--- src/slr_pkg.sv ---
// Package: register map, fields and constants of the SATA lock-up recovery block
package slr_pkg;

  // Register offsets (byte addresses)
  localparam logic [7:0] ADDR_INT_STAT  = 8'h00;
  localparam logic [7:0] ADDR_TASK_FILE = 8'h04;
  localparam logic [7:0] ADDR_SERR      = 8'h08;
  localparam logic [7:0] ADDR_SCTL      = 8'h0C;
  localparam logic [7:0] ADDR_STATE     = 8'h10;
  localparam logic [7:0] ADDR_CTRL      = 8'h14;

  // Field positions
  localparam int IS_PIO_SETUP_BIT  = 1;
  localparam int IS_FATAL_BIT      = 27;
  localparam int TFD_BUSY_BIT      = 7;
  localparam int TFD_DRQ_BIT       = 3;
  localparam int SERR_LINK_SEQ_BIT = 23;
  localparam int SCTL_DET_LSB      = 0;
  localparam int SCTL_DET_W        = 4;
  localparam int CTRL_EMUL_BIT     = 0;

  // Field values and reset values
  localparam logic [3:0]  DET_COMRESET  = 4'h1;
  localparam logic [3:0]  DET_NONE      = 4'h0;
  localparam logic [31:0] RESET_WORD    = 32'h0000_0000;
  localparam logic [31:0] CTRL_RESET    = 32'h0000_0001;

  // Frame type codes on the receive side
  localparam logic [7:0] FIS_REG_D2H   = 8'h34;
  localparam logic [7:0] FIS_PIO_SETUP = 8'h5F;

  // Receive FIFO depth in doublewords; a register frame holds at most this many
  localparam int RX_FIFO_DEPTH = 8;

  // Link initialisation time after a port reset
  localparam int  CLK_MHZ        = 25;
  localparam int  LINK_INIT_NS   = 1000;
  localparam int  LINK_INIT_CYC  = (LINK_INIT_NS * CLK_MHZ + 999) / 1000;

  typedef enum logic [2:0] {
    SLR_LINK_INIT,
    SLR_IDLE,
    SLR_RX_FRAME,
    SLR_PIO_STALL,
    SLR_LINK_LOCK,
    SLR_RX_LOCK
  } slr_state_e;

endpackage

--- src/slr_core.sv ---
// SATA port lock-up and recovery core: frame receive, stall states, registers
// Operation
// - Write-direction PIO setup frame with busy and data-request clear sets status and stalls until reset
// - Link lock-up sets fatal-error bit 27, link-sequence bit 23; command times out
// - Lock-up follows escape after a device frame, or corrupted continue primitive in PIO read
// - In link lock-up a soft reset does not recover; only a port reset does
// - Register frame over eight doublewords overflows receive FIFO and locks controller
`timescale 1ns/100ps
module slr_core #(
  parameter int LINK_INIT_CYCLES = slr_pkg::LINK_INIT_CYC
) (
  // Clock and reset
  input  wire logic        ref_clk_i,
  input  wire logic        reset_i,
  // Register port
  input  wire logic [7:0]  reg_addr_i,
  input  wire logic [31:0] reg_wdata_i,
  input  wire logic        reg_wr_i,
  input  wire logic        reg_rd_i,
  output logic      [31:0] reg_rdata_o,
  // Receive link side, and software reset
  input  wire logic        rx_sof_i,
  input  wire logic        rx_valid_i,
  input  wire logic [31:0] rx_data_i,
  input  wire logic        rx_eof_i,
  input  wire logic        rx_escape_i,
  input  wire logic        rx_cont_bad_i,
  input  wire logic        soft_reset_i,
  // Link control and status
  output logic             comreset_o,
  output logic             link_up_o,
  output logic             locked_o
);
  slr_pkg::slr_state_e state_r;
  slr_pkg::slr_state_e state_nxt;

  logic [31:0] int_stat_r;
  logic [7:0]  task_file_r;
  logic [31:0] serr_r;
  logic [3:0]  det_r;
  logic        emul_r;
  logic        pio_frame_r;
  logic [7:0]  rx_type_r;
  logic [$clog2(LINK_INIT_CYCLES+1)-1:0] init_cnt_r;
  logic        port_reset;
  logic        fifo_empty;
  logic        fifo_ovf;
  logic [31:0] fifo_rdata;
  logic        fifo_wr;
  logic        pio_hazard;

  // Port reset pulse whenever the detection field is written to one
  assign port_reset = reg_wr_i && (reg_addr_i == slr_pkg::ADDR_SCTL)
                      && (reg_wdata_i[slr_pkg::SCTL_DET_LSB +: slr_pkg::SCTL_DET_W]
                          == slr_pkg::DET_COMRESET);
  assign fifo_wr    = rx_valid_i && (state_r == slr_pkg::SLR_RX_FRAME);
  assign pio_hazard = !task_file_r[slr_pkg::TFD_BUSY_BIT]
                      && !task_file_r[slr_pkg::TFD_DRQ_BIT];

  // Drained only between frames, so a frame longer than the buffer overflows it
  slr_rx_fifo #(
    .WIDTH (32),
    .DEPTH (slr_pkg::RX_FIFO_DEPTH)
  ) u_rx_fifo (
    .ref_clk_i  (ref_clk_i),
    .reset_i    (reset_i),
    .flush_i    (port_reset),
    .wr_i       (fifo_wr),
    .wdata_i    (rx_data_i),
    .rd_i       (!fifo_empty && (state_r != slr_pkg::SLR_RX_FRAME)),
    .rdata_o    (fifo_rdata),
    .empty_o    (fifo_empty),
    .overflow_o (fifo_ovf)
  );

  // Next state; soft reset frees only the PIO stall, and has no effect in link lock or receive lock
  always_comb
  begin
    state_nxt = state_r;
    case (state_r)
      slr_pkg::SLR_LINK_INIT:
      begin
        if (init_cnt_r == '0)
        begin
          state_nxt = slr_pkg::SLR_IDLE;
        end
      end
      slr_pkg::SLR_IDLE:
      begin
        if (rx_cont_bad_i)
        begin
          state_nxt = slr_pkg::SLR_LINK_LOCK;
        end
        else if (rx_sof_i)
        begin
          state_nxt = slr_pkg::SLR_RX_FRAME;
        end
      end
      slr_pkg::SLR_RX_FRAME:
      begin
        if (rx_escape_i || rx_cont_bad_i)
        begin
          state_nxt = slr_pkg::SLR_LINK_LOCK;
        end
        else if (fifo_ovf && rx_type_r == slr_pkg::FIS_REG_D2H)
        begin
          state_nxt = slr_pkg::SLR_RX_LOCK;
        end
        else if (rx_eof_i)
        begin
          state_nxt = (pio_frame_r && pio_hazard) ? slr_pkg::SLR_PIO_STALL
                                                  : slr_pkg::SLR_IDLE;
        end
      end
      slr_pkg::SLR_PIO_STALL:
      begin
        if (soft_reset_i)
        begin
          state_nxt = slr_pkg::SLR_IDLE;
        end
      end
      slr_pkg::SLR_LINK_LOCK,
      slr_pkg::SLR_RX_LOCK:
      begin
        state_nxt = state_r;
      end
      default:
      begin
        state_nxt = slr_pkg::SLR_LINK_INIT;
      end
    endcase
    if (port_reset)
    begin
      state_nxt = slr_pkg::SLR_LINK_INIT;
    end
  end

  always_ff @(posedge ref_clk_i)
  begin
    if (reset_i)
    begin
      state_r <= slr_pkg::SLR_LINK_INIT;
    end
    else
    begin
      state_r <= state_nxt;
    end
  end

  // Link initialisation timer, reloaded by each port reset
  always_ff @(posedge ref_clk_i)
  begin
    if (reset_i || port_reset)
    begin
      init_cnt_r <= ($clog2(LINK_INIT_CYCLES+1))'(LINK_INIT_CYCLES);
    end
    else if (init_cnt_r != '0)
    begin
      init_cnt_r <= init_cnt_r - 1'b1;
    end
  end

  // Frame type capture; first word of each frame carries it
  always_ff @(posedge ref_clk_i)
  begin
    if (reset_i || port_reset)
    begin
      rx_type_r   <= 8'h00;
      pio_frame_r <= 1'b0;
    end
    else if (state_r == slr_pkg::SLR_IDLE && rx_sof_i)
    begin
      rx_type_r   <= rx_data_i[7:0];
      // Only device-bound PIO setup (write direction) triggers the stall
      pio_frame_r <= (rx_data_i[7:0] == slr_pkg::FIS_PIO_SETUP) && !rx_data_i[13];
    end
  end

  // Task-file shadow: status byte of the buffer head, the first word of a frame
  always_ff @(posedge ref_clk_i)
  begin
    if (reset_i || port_reset)
    begin
      task_file_r <= 8'h00;
    end
    else if (!fifo_empty)
    begin
      task_file_r <= fifo_rdata[23:16];
    end
  end

  // Interrupt status: hardware sets win over a same-cycle write-one clear
  always_ff @(posedge ref_clk_i)
  begin
    if (reset_i)
    begin
      int_stat_r <= slr_pkg::RESET_WORD;
    end
    else
    begin
      if (reg_wr_i && reg_addr_i == slr_pkg::ADDR_INT_STAT)
      begin
        int_stat_r <= int_stat_r & ~reg_wdata_i;
      end
      if (state_r != slr_pkg::SLR_PIO_STALL && state_nxt == slr_pkg::SLR_PIO_STALL)
      begin
        int_stat_r[slr_pkg::IS_PIO_SETUP_BIT] <= 1'b1;
      end
      if (state_r != slr_pkg::SLR_LINK_LOCK && state_nxt == slr_pkg::SLR_LINK_LOCK)
      begin
        int_stat_r[slr_pkg::IS_FATAL_BIT] <= 1'b1;
      end
    end
  end

  always_ff @(posedge ref_clk_i)
  begin
    if (reset_i)
    begin
      serr_r <= slr_pkg::RESET_WORD;
    end
    else
    begin
      if (reg_wr_i && reg_addr_i == slr_pkg::ADDR_SERR)
      begin
        serr_r <= serr_r & ~reg_wdata_i;
      end
      if (state_r != slr_pkg::SLR_LINK_LOCK && state_nxt == slr_pkg::SLR_LINK_LOCK)
      begin
        serr_r[slr_pkg::SERR_LINK_SEQ_BIT] <= 1'b1;
      end
    end
  end

  // Serial control and a spare read-write control bit
  always_ff @(posedge ref_clk_i)
  begin
    if (reset_i)
    begin
      det_r  <= slr_pkg::DET_NONE;
      emul_r <= slr_pkg::CTRL_RESET[slr_pkg::CTRL_EMUL_BIT];
    end
    else if (reg_wr_i)
    begin
      if (reg_addr_i == slr_pkg::ADDR_SCTL)
      begin
        det_r <= reg_wdata_i[slr_pkg::SCTL_DET_LSB +: slr_pkg::SCTL_DET_W];
      end
      if (reg_addr_i == slr_pkg::ADDR_CTRL)
      begin
        emul_r <= reg_wdata_i[slr_pkg::CTRL_EMUL_BIT];
      end
    end
  end

  // Read data, one cycle after the strobe, zero otherwise and for unmapped addresses
  always_ff @(posedge ref_clk_i)
  begin
    if (reset_i || !reg_rd_i)
    begin
      reg_rdata_o <= slr_pkg::RESET_WORD;
    end
    else
    begin
      case (reg_addr_i)
        slr_pkg::ADDR_INT_STAT:  reg_rdata_o <= int_stat_r;
        slr_pkg::ADDR_TASK_FILE: reg_rdata_o <= {24'h000000, task_file_r};
        slr_pkg::ADDR_SERR:      reg_rdata_o <= serr_r;
        slr_pkg::ADDR_SCTL:      reg_rdata_o <= {28'h0000000, det_r};
        slr_pkg::ADDR_STATE:     reg_rdata_o <= {29'h00000000, state_r};
        slr_pkg::ADDR_CTRL:      reg_rdata_o <= {31'h00000000, emul_r};
        default:                 reg_rdata_o <= slr_pkg::RESET_WORD;
      endcase
    end
  end

  // Link outputs, all registered
  always_ff @(posedge ref_clk_i)
  begin
    if (reset_i)
    begin
      comreset_o <= 1'b0;
      link_up_o  <= 1'b0;
      locked_o   <= 1'b0;
    end
    else
    begin
      comreset_o <= port_reset;
      link_up_o  <= (state_nxt != slr_pkg::SLR_LINK_INIT);
      locked_o   <= (state_nxt == slr_pkg::SLR_PIO_STALL)
                    || (state_nxt == slr_pkg::SLR_LINK_LOCK)
                    || (state_nxt == slr_pkg::SLR_RX_LOCK);
    end
  end
endmodule

--- src/slr_rx_fifo.sv ---
// Receive FIFO with overflow flag, flushed on port reset
`timescale 1ns/100ps
module slr_rx_fifo #(
  parameter int WIDTH = 32,
  parameter int DEPTH = slr_pkg::RX_FIFO_DEPTH
) (
  // Clock and reset
  input  wire logic             ref_clk_i,
  input  wire logic             reset_i,
  input  wire logic             flush_i,
  // Fill side
  input  wire logic             wr_i,
  input  wire logic [WIDTH-1:0] wdata_i,
  // Drain side
  input  wire logic             rd_i,
  output logic      [WIDTH-1:0] rdata_o,
  // Status
  output logic                  empty_o,
  output logic                  overflow_o
);
  localparam int AW = $clog2(DEPTH);

  logic [WIDTH-1:0] mem_r [DEPTH];
  logic [AW-1:0]    wp_r;
  logic [AW-1:0]    rp_r;
  logic [AW:0]      cnt_r;
  logic             full;
  logic             do_wr;
  logic             do_rd;

  assign full    = (cnt_r == (AW+1)'(DEPTH));
  assign empty_o = (cnt_r == '0);
  assign do_wr   = wr_i && !full;
  assign do_rd   = rd_i && !empty_o;
  assign rdata_o = mem_r[rp_r];

  always_ff @(posedge ref_clk_i)
  begin
    if (do_wr)
    begin
      mem_r[wp_r] <= wdata_i;
    end
  end

  always_ff @(posedge ref_clk_i)
  begin
    if (reset_i || flush_i)
    begin
      wp_r  <= '0;
      rp_r  <= '0;
      cnt_r <= '0;
    end
    else
    begin
      if (do_wr)
      begin
        wp_r <= (wp_r == AW'(DEPTH-1)) ? '0 : wp_r + 1'b1;
      end
      if (do_rd)
      begin
        rp_r <= (rp_r == AW'(DEPTH-1)) ? '0 : rp_r + 1'b1;
      end
      cnt_r <= cnt_r + (AW+1)'(do_wr) - (AW+1)'(do_rd);
    end
  end

  // Overflow sticks until the FIFO is flushed
  always_ff @(posedge ref_clk_i)
  begin
    if (reset_i || flush_i)
    begin
      overflow_o <= 1'b0;
    end
    else if (wr_i && !do_wr)
    begin
      overflow_o <= 1'b1;
    end
  end
endmodule

--- config.mk ---
export PLATFORM = sky130hd
export DESIGN_NAME = slr_core
export DESIGN_NICKNAME = d
export VERILOG_FILES = /design/src/slr_pkg.sv /design/src/slr_core.sv /design/src/slr_rx_fifo.sv
export SDC_FILE = /design/constraint.sdc
export NUM_CORES = 1
export LEC_CHECK = 0
export BUFFER_PORTS_ARGS = -buffer_cell sky130_fd_sc_hd__buf_2
export CAP_MARGIN = 5
export CORE_MARGIN = 3
export CORE_UTILIZATION = 25
export CTS_BUF_LIST = sky130_fd_sc_hd__clkbuf_4 sky130_fd_sc_hd__clkbuf_8 sky130_fd_sc_hd__clkbuf_16
export CTS_CLUSTER_DIAMETER = 150
export DETAILED_ROUTE_END_ITERATION = 12
export RECOVER_POWER = 25
export SLEW_MARGIN = 20
export SYNTH_ARGS = -nofsm -noshare
export SYNTH_HDL_FRONTEND = slang
export SYNTH_SLANG_ARGS = --single-unit
--- constraint.sdc ---
create_clock -name ref_clk_i -period 3.2 [get_ports ref_clk_i]
set_clock_uncertainty 0.2 [all_clocks]
set_input_delay 0.48 -clock ref_clk_i [delete_from_list [all_inputs] [get_ports ref_clk_i]]
set_output_delay 0.48 -clock ref_clk_i [all_outputs]
set_load 0.01 [all_outputs]
==> impl_metrics.yaml, run 1 <==
setup_path:
  critPathKind: "in -> reg"
  cp-end-kind: "flip-flop"
  setup.worst_path.start_class: "primary input"
  worst_ep_required_time_ps: 3400
  crit_arrival_ps: 2850
  crit_path_max_fanout: 8
sta:
  worst_pin_slew_ps: 857
  fmax_mhz: 377
  period_share: 0.828
  final_max_slew_viol_count: 0
  tns_ps: 0
  min_period_ps: 2650
  slew_headroom: 0.424
  final-setup-viol-count: 0
  rsz0062_at_grt: "false"
  hold_viol: 0
  fin_ws_ps: 551
pwr:
  comb_power_share: 0.128
  power_mw: 6.50
  sw_frac_of_total: 0.245
  p_int_mw: 4.91
  p_per_area_mw_per_mm2: 643
  power.net_switching_mw: 1.59
  seq_power_share: 0.443
  p_leak_nw: 3.80
  ir_drop_uv: 425
  clock_power_share: 0.429
synthesis:
  syn-instance-count: 692
  yosys.area.top_type: "dfxtp_1"
  syn-num-nets: 787
  ys_seq_elements: 204
  syn_area_sq_mm: 0.00791
  synth.top_cell.area_share: 0.354
  synthArstFlopShare: 0
  yosys.cell_types.count: 58
  synth_ff_type: "dfxtp_1"
  seq_area_frac_synth: 0.598
  synth.avg_cell_area_sq_um: 11.4
  synth_edf_count: 64
  synth.area.top_cells: "dfxtp_1 35%, edfxtp_1 24%, nand2b_1 5.5%"
  ys.warnings.count: 0
route:
  drt-initial-drc-count: 278
  firstDrtPassIters: 4
  ant_nets: 0
  via_count: 5564
  wl_per_cell_microns: 15.0
  drc_errors: 0
  postRouteWirelength_mm: 18.8
  vias_per_cell: 4.44
floorplanning:
  pin_count: 117
  start_util: 0.256
  die_area_sq_mm: 0.0338
  core_area_sq_mm: 0.0309
  num_rows: 64
  die_h_microns: 184
  fp.dieW_microns: 184
clock_network:
  tritoncts: "yes"
  clkSinkCount: 204
  htree_levels: 1
  cts_buffers: 24
  clkTransAtPathRegs_ps: 60
  clock_path_buffers: 3
  post_cts_buffers: 0
  clockRootBuffer: "clkbuf_16"
  clk_latency_ps: 530
finish:
  final_common_cell: "dfxtp_1"
  n_antenna_cell: 0
  finalNonFillerCells: 1252
  drive_gt1_frac: 0.215
  fin_nets: 936
  syn2layout_area_growth_pct: 27.9
  stdcell_area_sq_mm: 0.0101
  layout_common_cells: "140 x dfxtp_1, 92 x buf_2, 84 x a21oi_1"
place:
  dp_cells: 1172
  gp_congestion: 0.758
  place_ws_ps: 475
  place_area_sq_mm: 0.00895
  io_buffers: 101
  dp_hpwl_mm: 12.4
grt:
  grt_max_degree: 45
  grt_pass1_wl_mm: 29.6
  grt_pass1_vias: 5681
  overflow: 0
  grt_usage: 0.109
  antenna_found_initial: 2
job:
  drv_cap: 0
min_path:
  worstHoldPathType: "in -> reg"
run_status:
  status: "complete, no violations"
==> power groups by stage <==
stage | Sequential (mW) | Clock (mW) | Combinational (mW)
6_report | 2.88 | 2.79 | 0.832
3_5_place_dp | 2.95 | 0 | 0.809
4_1_cts | 2.89 | 2.87 | 0.854
2_1_floorplan | 2.86 | 0 | 0.672
3_3_place_gp | 2.95 | 0 | 0.801
5_1_grt | 2.90 | 2.98 | 0.947
==> metal layers <==
layer	wire [microns]	GRT usage
met5	22	0
met2	9420	0.200
met4	441	0.0269
met3	1020	0.0263
met1	7900	0.129
==> flip-flops by register name (all words and copies together), names as in the netlist <==
| signal | cells |
|---|---|
| u_rx_fifo.cnt_r | 4 |
| locked_o | 1 |
| rx_type_r | 8 |
| state_r | 3 |
| serr_r | 32 |
| link_up_o | 1 |
| emul_r | 1 |
| task_file_r | 8 |
| u_rx_fifo.wp_r | 3 |
| u_rx_fifo.overflow_o | 1 |
| u_rx_fifo.rp_r | 3 |
| pio_frame_r | 1 |
| u_rx_fifo.mem_r | 64 |
| det_r | 4 |
| init_cnt_r | 5 |
| int_stat_r | 32 |
| reg_rdata_o | 32 |
| comreset_o | 1 |
==> worst max-delay path, stage by stage <==
cell	delay, ps
clkbuf_1	140
nor4_1	760
nand4_1	520
o21bai_2	620
a211o_1	220
o21ai_0	90
==> final timing paths <==
check        depth (start not counted)                           from  slack [ps]                       endpoint
max                                  6                  reg_addr_i[4]         550        serr_r[23]$_SDFFE_PP0P_
min                                  3                   rx_data_i[6]          30      rx_type_r[6]$_SDFFE_PP0P_
max reg2reg                         10  u_rx_fifo.cnt_r[2]$_SDFF_PP0_         690  u_rx_fifo.cnt_r[2]$_SDFF_PP0_
min reg2reg                          2        serr_r[29]$_SDFFE_PP0P_         250        serr_r[29]$_SDFFE_PP0P_
==> layout make-up <==
cell class,instances,area (sq um)
Clock inverter,16,199
Timing Repair Buffer,165,1100
Tap cell,396,495
Multi-Input combinational cell,434,2950
Fill cell,3121,20800
Inverter,12,45.0
Sequential cell,204,4720
Clock buffer,25,608
==> what timing repair did <==
action / CTS / global route
endpoints found under the hold margin: 68 / 0
resized for setup: 0 / 0
setup endpoints to repair: 0 / 0
hold buffers: 39 / 0
==> Yosys cell counts (2+ instances only) <==
cell type,number
o21ai_0,2
nand2_1,42
nor3_1,9
ha_1,12
buf_1,2
a21oi_1,84
clkbuf_1,30
nand3_1,4
a21o_1,4
mux2i_1,25
dfxtp_1,140
edfxtp_1,64
o2bb2ai_1,2
nor3b_1,4
a211oi_1,9
a211o_1,2
buf_2,9
and4_1,2
a22oi_1,24
mux4_2,18
nor4_1,3
nor4b_1,2
nand3b_1,4
nor2_1,75
o21bai_1,2
or4b_1,2
nand2b_1,69
inv_1,12
xor2_1,2
nor2b_1,3
and3_1,2
xnor2_1,2
==> kinds of logic after synthesis <==
group / Yosys count / synth area share
muxes: 43 / 0.0829
DFF: 204 / 0.598
xor gates and xnor gates: 4 / 0.00443
AOI/OAI and AO/OA: 141 / 0.111
adders and majority gates: 13 / 0.0215
and+or+nand+nor: 233 / 0.155
buffers and inverters: 54 / 0.0275
==> per-stage QoR <==
step | hold slack, ps | util
after global placement | 232 | 0.290
after global routing | 28.1 | 0.327
after CTS | 6.41 | 0.328
final | 25.9 | 0.327
after floorplan | 223 | -
after detailed placement | 237 | 0.290
Note: power is estimated with default switching activity, not from simulation.
==> inputs of run 2 (changes only) <==
- clock period: 3.2 -> 2.15 ns (I/O delays scaled with it)
==> run 2 against run 1 <==
- die area unchanged
- non-clock buffer count up 38
- via count up 2.3%
- clock power up 47%
- worst setup slack worse by 500 ps
- power up 52%
- register-to-register slack worse by 640 ps
- cell count up 3.2%
- critical path type is now reg -> reg
==> impl_metrics.yaml, run 2 (same netlist as run 1, synthesis figures left out) <==
floorplanning:
  num_rows: 64
  fp.dieW_microns: 184
  start_util: 0.256
  pin_count: 117
  die_h_microns: 184
  die_area_sq_mm: 0.0338
  core_area_sq_mm: 0.0309
sta:
  slew_headroom: 0.669
  hold_viol: 0
  fmax_mhz: 476
  tns_ps: 0
  final-setup-viol-count: 0
  rsz0062_at_grt: "true"
  min_period_ps: 2100
  worst_pin_slew_ps: 495
  period_share: 0.977
  final_max_slew_viol_count: 0
route:
  wl_per_cell_microns: 14.6
  drt-initial-drc-count: 232
  firstDrtPassIters: 4
  via_count: 5694
  postRouteWirelength_mm: 18.9
  ant_nets: 0
  vias_per_cell: 4.41
  drc_errors: 0
clock_network:
  htree_levels: 1
  clock_path_buffers: 3
  clk_latency_ps: 510
  clkSinkCount: 204
  cts_buffers: 24
  tritoncts: "yes"
  clockRootBuffer: "clkbuf_16"
  clkTransAtPathRegs_ps: 60
finish:
  syn2layout_area_growth_pct: 34.4
  drive_gt1_frac: 0.237
  final_common_cell: "dfxtp_1"
  fillers: 3114
  fin_nets: 974
  largest_reg_flops: 64
  finalNonFillerCells: 1292
  fin_util: 0.344
  layout_common_cells: "139 x dfxtp_1, 83 x a21oi_1, 82 x buf_2"
  top_register: "u_rx_fifo.mem_r"
  stdcell_area_sq_mm: 0.0106
setup_path:
  slowest_delay_ps: 500
  cp_num_buf_inv: 1
  setup.worst_path.start_class: "flip-flop"
  critical_path.cell_chain: "inv_1 -> ha_1 -> or4b_4 -> o41ai_4 -> o22ai_2 -> nand3b_4 -> a221oi_2"
  cp-end-kind: "flip-flop"
  slowest_stage: "or4b_4"
  critPathKind: "reg -> reg"
  crit_arrival_ps: 2330
  rr_worst_depth: 7
  r2r-start: "init_cnt_r[0]$_SDFFE_PP1N_"
  crit_path_max_fanout: 4
  reg2reg_slack_ps: 50
  r2r-end: "locked_o$_SDFF_PP0_"
  worst_ep_required_time_ps: 2380
  crit_family: "simple AND/OR/NAND/NOR gates"
grt:
  grt_pass1_vias: 5681
  overflow: 0
  grt_usage: 0.109
  antenna_found_initial: 4
  grt_max_degree: 57
  grt_pass1_wl_mm: 29.7
min_path:
  hp-start: "reset_i"
  worstHoldPathType: "in -> reg"
  min_to: "det_r[1]$_SDFFE_PP0P_"
  hold_depth: 3
place:
  io_buffers: 101
  gp_congestion: 0.777
  place_area_sq_mm: 0.00921
  dp_hpwl_mm: 12.7
  dp_cells: 1195
job:
  drv_cap: 0
pwr:
  p_per_area_mw_per_mm2: 928
  power_mw: 9.87
  ir_drop_uv: 524
  p_leak_nw: 3.98
run_status:
  status: "complete, no violations"
==> run 2: cell types whose count changed in the layout (fill, tap and decap cells not counted), sizes merged <==
cell / change
bufinv: -1
buf: +15
diode: +1
dlygate4sd3: +13
clkinvlp: -1
clkbuf: +13
==> run 2: how the worst max path moves through the flow <==
stage / slack [ps] / cells after the start / to / startpoint
after global routing: -70 / 7 / locked_o$_SDFF_PP0_ / init_cnt_r[0]$_SDFFE_PP1N_
after global placement: 10 / 10 / u_rx_fifo.cnt_r[2]$_SDFF_PP0_ / u_rx_fifo.cnt_r[2]$_SDFF_PP0_
after detailed placement: -30 / 10 / u_rx_fifo.cnt_r[2]$_SDFF_PP0_ / u_rx_fifo.cnt_r[3]$_SDFF_PP0_
after CTS: 10 / 7 / int_stat_r[27]$_SDFFE_PP0P_ / reg_wdata_i[3]
after floorplan: -170 / 3 / u_rx_fifo.mem_r[0][16]$_DFFE_PP_ / state_r[2]$_SDFF_PP0_
final: 50 / 7 / locked_o$_SDFF_PP0_ / init_cnt_r[0]$_SDFFE_PP1N_
==> run 2: repair_timing <==
action	4_1_cts	5_1_grt
resized for setup	6	16
endpoints found under the setup margin	3	72
buffers inserted	1	1
gates cloned	0	0
hold buffers	52	0
endpoints found under the hold margin	144	0
pin swaps	2	7
==> run 2: stage by stage <==
| stage | hold WS [ps] | worst slack (ps) |
|---|---|---|
| detailed placement | 236 | -29.2 |
| global route | 69.0 | -65.5 |
| finish | 65.7 | 48.7 |
| CTS | 38.2 | 14.6 |
| floorplan | 210 | -172 |
| global placement | 233 | 12.3 |
==> run 2: where the power goes <==
part | switching, mW | internal (mW) | total, mW
Combinational | 0.720 | 0.841 | 1.56
Clock | 1.55 | 2.54 | 4.09
Sequential | 0.104 | 4.11 | 4.22
==> run 2: worst min-delay path, cell delays in order <==
cell,delay [ps]
buf_2,150
buf_4,200
nor2_1,60
==> run 2: layer usage <==
| layer | routed length [microns] | share of wire | global-route usage |
|---|---|---|---|
| met1 | 8420 | 0.45 | 0.135 |
| met2 | 8970 | 0.47 | 0.189 |
| met3 | 948 | 0.050 | 0.0237 |
| met4 | 518 | 0.027 | 0.0336 |
| met5 | 36 | 0.0019 | 0 |
==> run 2: area by class of cell <==
class                   instances  area [sq um]  area share
flip-flops and latches        204          4730       0.445
multi-input cells             434          3070       0.289
repair buffers                203          1490       0.140
clock buffers                  28           661      0.0622
well taps                     396           495      0.0466
clock inverters                14           143      0.0134
inverters                      12          45.0     0.00424
diodes                          1          2.50    0.000235
==> inputs of run 3 (changes only) <==
--- a/config.mk
+++ b/config.mk
@@ -13,6 +13,6 @@
 export CTS_CLUSTER_DIAMETER = 150
 export DETAILED_ROUTE_END_ITERATION = 12
+export PLACE_DENSITY = 0.49
 export RECOVER_POWER = 25
-export SLEW_MARGIN = 20
 export SYNTH_ARGS = -nofsm -noshare
 export SYNTH_HDL_FRONTEND = slang
==> constraint.sdc (replaced) <==
create_clock -name ref_clk_i -period 2.15 [get_ports ref_clk_i]
set_clock_uncertainty 0.2 [all_clocks]
set_input_delay 0.43 -clock ref_clk_i [delete_from_list [all_inputs] [get_ports ref_clk_i]]
set_output_delay 0.43 -clock ref_clk_i [all_outputs]
set_load 0.01 [all_outputs]
==> run 3 against run 2 <==
- flip-flop and latch count stayed put
- design area is 1.1% lower
- via count shrank 0.44%
- routed wire length is 2.1% higher
- critical path depth is 2 higher
- global-route usage rose by 0.31 points
- register-to-register slack gained 20 ps
- die area did not move
- power decreased by 0.58%
- utilization shrank 0.37 points
- count of clock-buffer cells in the layout rose by 8
- first-iteration DRC count is 5.2% higher
- largest power group unchanged
==> impl_metrics.yaml, run 3 (same netlist as run 1, synthesis figures left out) <==
run_status:
  status: "complete, no violations"
finish:
  top_register: "u_rx_fifo.mem_r"
  stdcell_area_sq_mm: 0.0105
  n_antenna_cell: 0
  largest_reg_flops: 64
  finalNonFillerCells: 1286
  layout_common_cells: "138 x dfxtp_1, 91 x buf_2, 82 x a21oi_1"
  syn2layout_area_growth_pct: 33.0
  drive_gt1_frac: 0.265
  final_common_cell: "dfxtp_1"
  fin_nets: 969
clock_network:
  clkTransAtPathRegs_ps: 60
  tritoncts: "yes"
  htree_levels: 1
  clock_path_buffers: 3
  clockRootBuffer: "clkbuf_16"
  clk_latency_ps: 500
  clkSinkCount: 204
  cts_buffers: 23
route:
  via_count: 5669
  drt-initial-drc-count: 244
  wl_per_cell_microns: 15.0
  ant_nets: 0
  drc_errors: 0
  vias_per_cell: 4.41
  firstDrtPassIters: 6
  postRouteWirelength_mm: 19.3
sta:
  final_max_slew_viol_count: 0
  hold_viol: 0
  worst_pin_slew_ps: 678
  slew_headroom: 0.548
  rsz0062_at_grt: "true"
  fmax_mhz: 479
  fin_ws_ps: 63.8
  final-setup-viol-count: 0
  period_share: 0.970
  min_period_ps: 2090
grt:
  grt_max_degree: 55
  antenna_found_initial: 0
  grt_pass1_wl_mm: 30.3
  overflow: 0
  grt_usage: 0.112
  grt_pass1_vias: 5695
pwr:
  p_leak_nw: 4.01
  comb_power_share: 0.161
  clock_power_share: 0.409
  sw_frac_of_total: 0.239
  p_per_area_mw_per_mm2: 933
  ir_drop_uv: 670
  power.net_switching_mw: 2.34
  seq_power_share: 0.431
  p_int_mw: 7.47
floorplanning:
  die_area_sq_mm: 0.0338
  num_rows: 64
  core_area_sq_mm: 0.0309
  die_h_microns: 184
  start_util: 0.256
  fp.dieW_microns: 184
  pin_count: 117
setup_path:
  crit_arrival_ps: 2280
  slowest_delay_ps: 510
  cp_num_buf_inv: 3
  crit_family: "adder cells"
  cp-end-kind: "flip-flop"
  r2r-start: "u_rx_fifo.cnt_r[2]$_SDFF_PP0_"
  worst_ep_required_time_ps: 2340
  critPathMostFrequentCell: "inv_1"
  crit_start: "u_rx_fifo.cnt_r[2]$_SDFF_PP0_"
  critPathKind: "reg -> reg"
  setup.worst_path.start_class: "flip-flop"
  critical_path.cell_chain: "inv_1 -> ha_2 -> a21oi_2 -> ha_1 -> inv_1 -> ha_2 -> inv_1 -> fa_2 -> nor2_1"
  crit_path_max_fanout: 2
  slowest_stage: "fa_2"
job:
  drv_cap: 0
place:
  gp_congestion: 0.714
  dp_hpwl_mm: 12.9
  dp_cells: 1205
  place_ws_ps: -45.1
  io_buffers: 101
  place_area_sq_mm: 0.00930
min_path:
  worstHoldPathType: "in -> reg"
  hp-start: "reg_wdata_i[1]"
-- run 3: cell types whose count changed in the layout (fill, tap and decap cells not counted), moves of 4 or more --
cell,delta
clkbuf_4,+6
dlygate4sd3_1,-14
clkbuf_8,+4
buf_4,+11
clkinv_1,-8
buf_2,+9
clkbuf_1,-8
-- run 3: per-stage QoR --
stage               power (mW)  setup TNS, ps  utilization  hold WS [ps]
CTS                       9.98              0        0.340         0.364
detailed placement        5.80          -80.6        0.301           235
global placement          5.79          -28.9        0.301           233
floorplan                 5.27          -1410            -           223
finish                    9.81              0        0.340          31.8
global route              10.3          -60.2        0.340          35.7
-- run 3: routing by layer --
layer | part of all wire | up-vias | routed length [microns] | GRT usage
li1 | - | 2841 | - | -
met1 | 0.46 | 2694 | 8810 | 0.144
met2 | 0.48 | 111 | 9340 | 0.197
met3 | 0.041 | 23 | 786 | 0.0188
met4 | 0.019 | 0 | 362 | 0.0272
met5 | 0 | - | 0 | 0
-- run 3: power groups by stage --
stage                     clock network, mW  registers [mW]  logic [mW]
after global routing                   4.30            4.24        1.78
after floorplan                           0            4.26        1.01
after CTS                              4.16            4.23        1.59
after global placement                    0            4.31        1.48
final                                  4.01            4.22        1.57
after detailed placement                  0            4.31        1.49
-- run 3: area by class of cell --
type | count | area [sq um]
fillers | 3133 | 20400
flip-flops and latches | 204 | 4730
multi-input cells | 434 | 3030
repair buffers | 199 | 1420
clock buffers | 36 | 711
well taps | 396 | 495
clock inverters | 5 | 78.8
inverters | 12 | 45.0
-- run 3: worst paths after layout --
| path | slack (ps) | depth (start not counted) | endpoint |
|---|---|---|---|
| setup / recovery | 60 | 9 | u_rx_fifo.cnt_r[1]$_SDFF_PP0_ |
| hold / removal | 30 | 3 | serr_r[1]$_SDFFE_PP0P_ |
| setup reg to reg | 60 | 9 | u_rx_fifo.cnt_r[1]$_SDFF_PP0_ |
| hold reg to reg | 240 | 2 | int_stat_r[2]$_SDFFE_PP0P_ |
-- run 3: repair_timing --
item / 4_1_cts / 5_1_grt
pin swaps: 4 / 7
hold buffers: 38 / 0
endpoints found under the setup margin: 2 / 16
cloned: 0 / 0
hold endpoints to repair: 71 / 0
buffers inserted: 2 / 0
gates resized for setup: 6 / 9
-- run 3: worst min-delay path, delay by kind of cell --
family          cells  cell delay, ps
buf+inv             2             200
compound gates      1              50
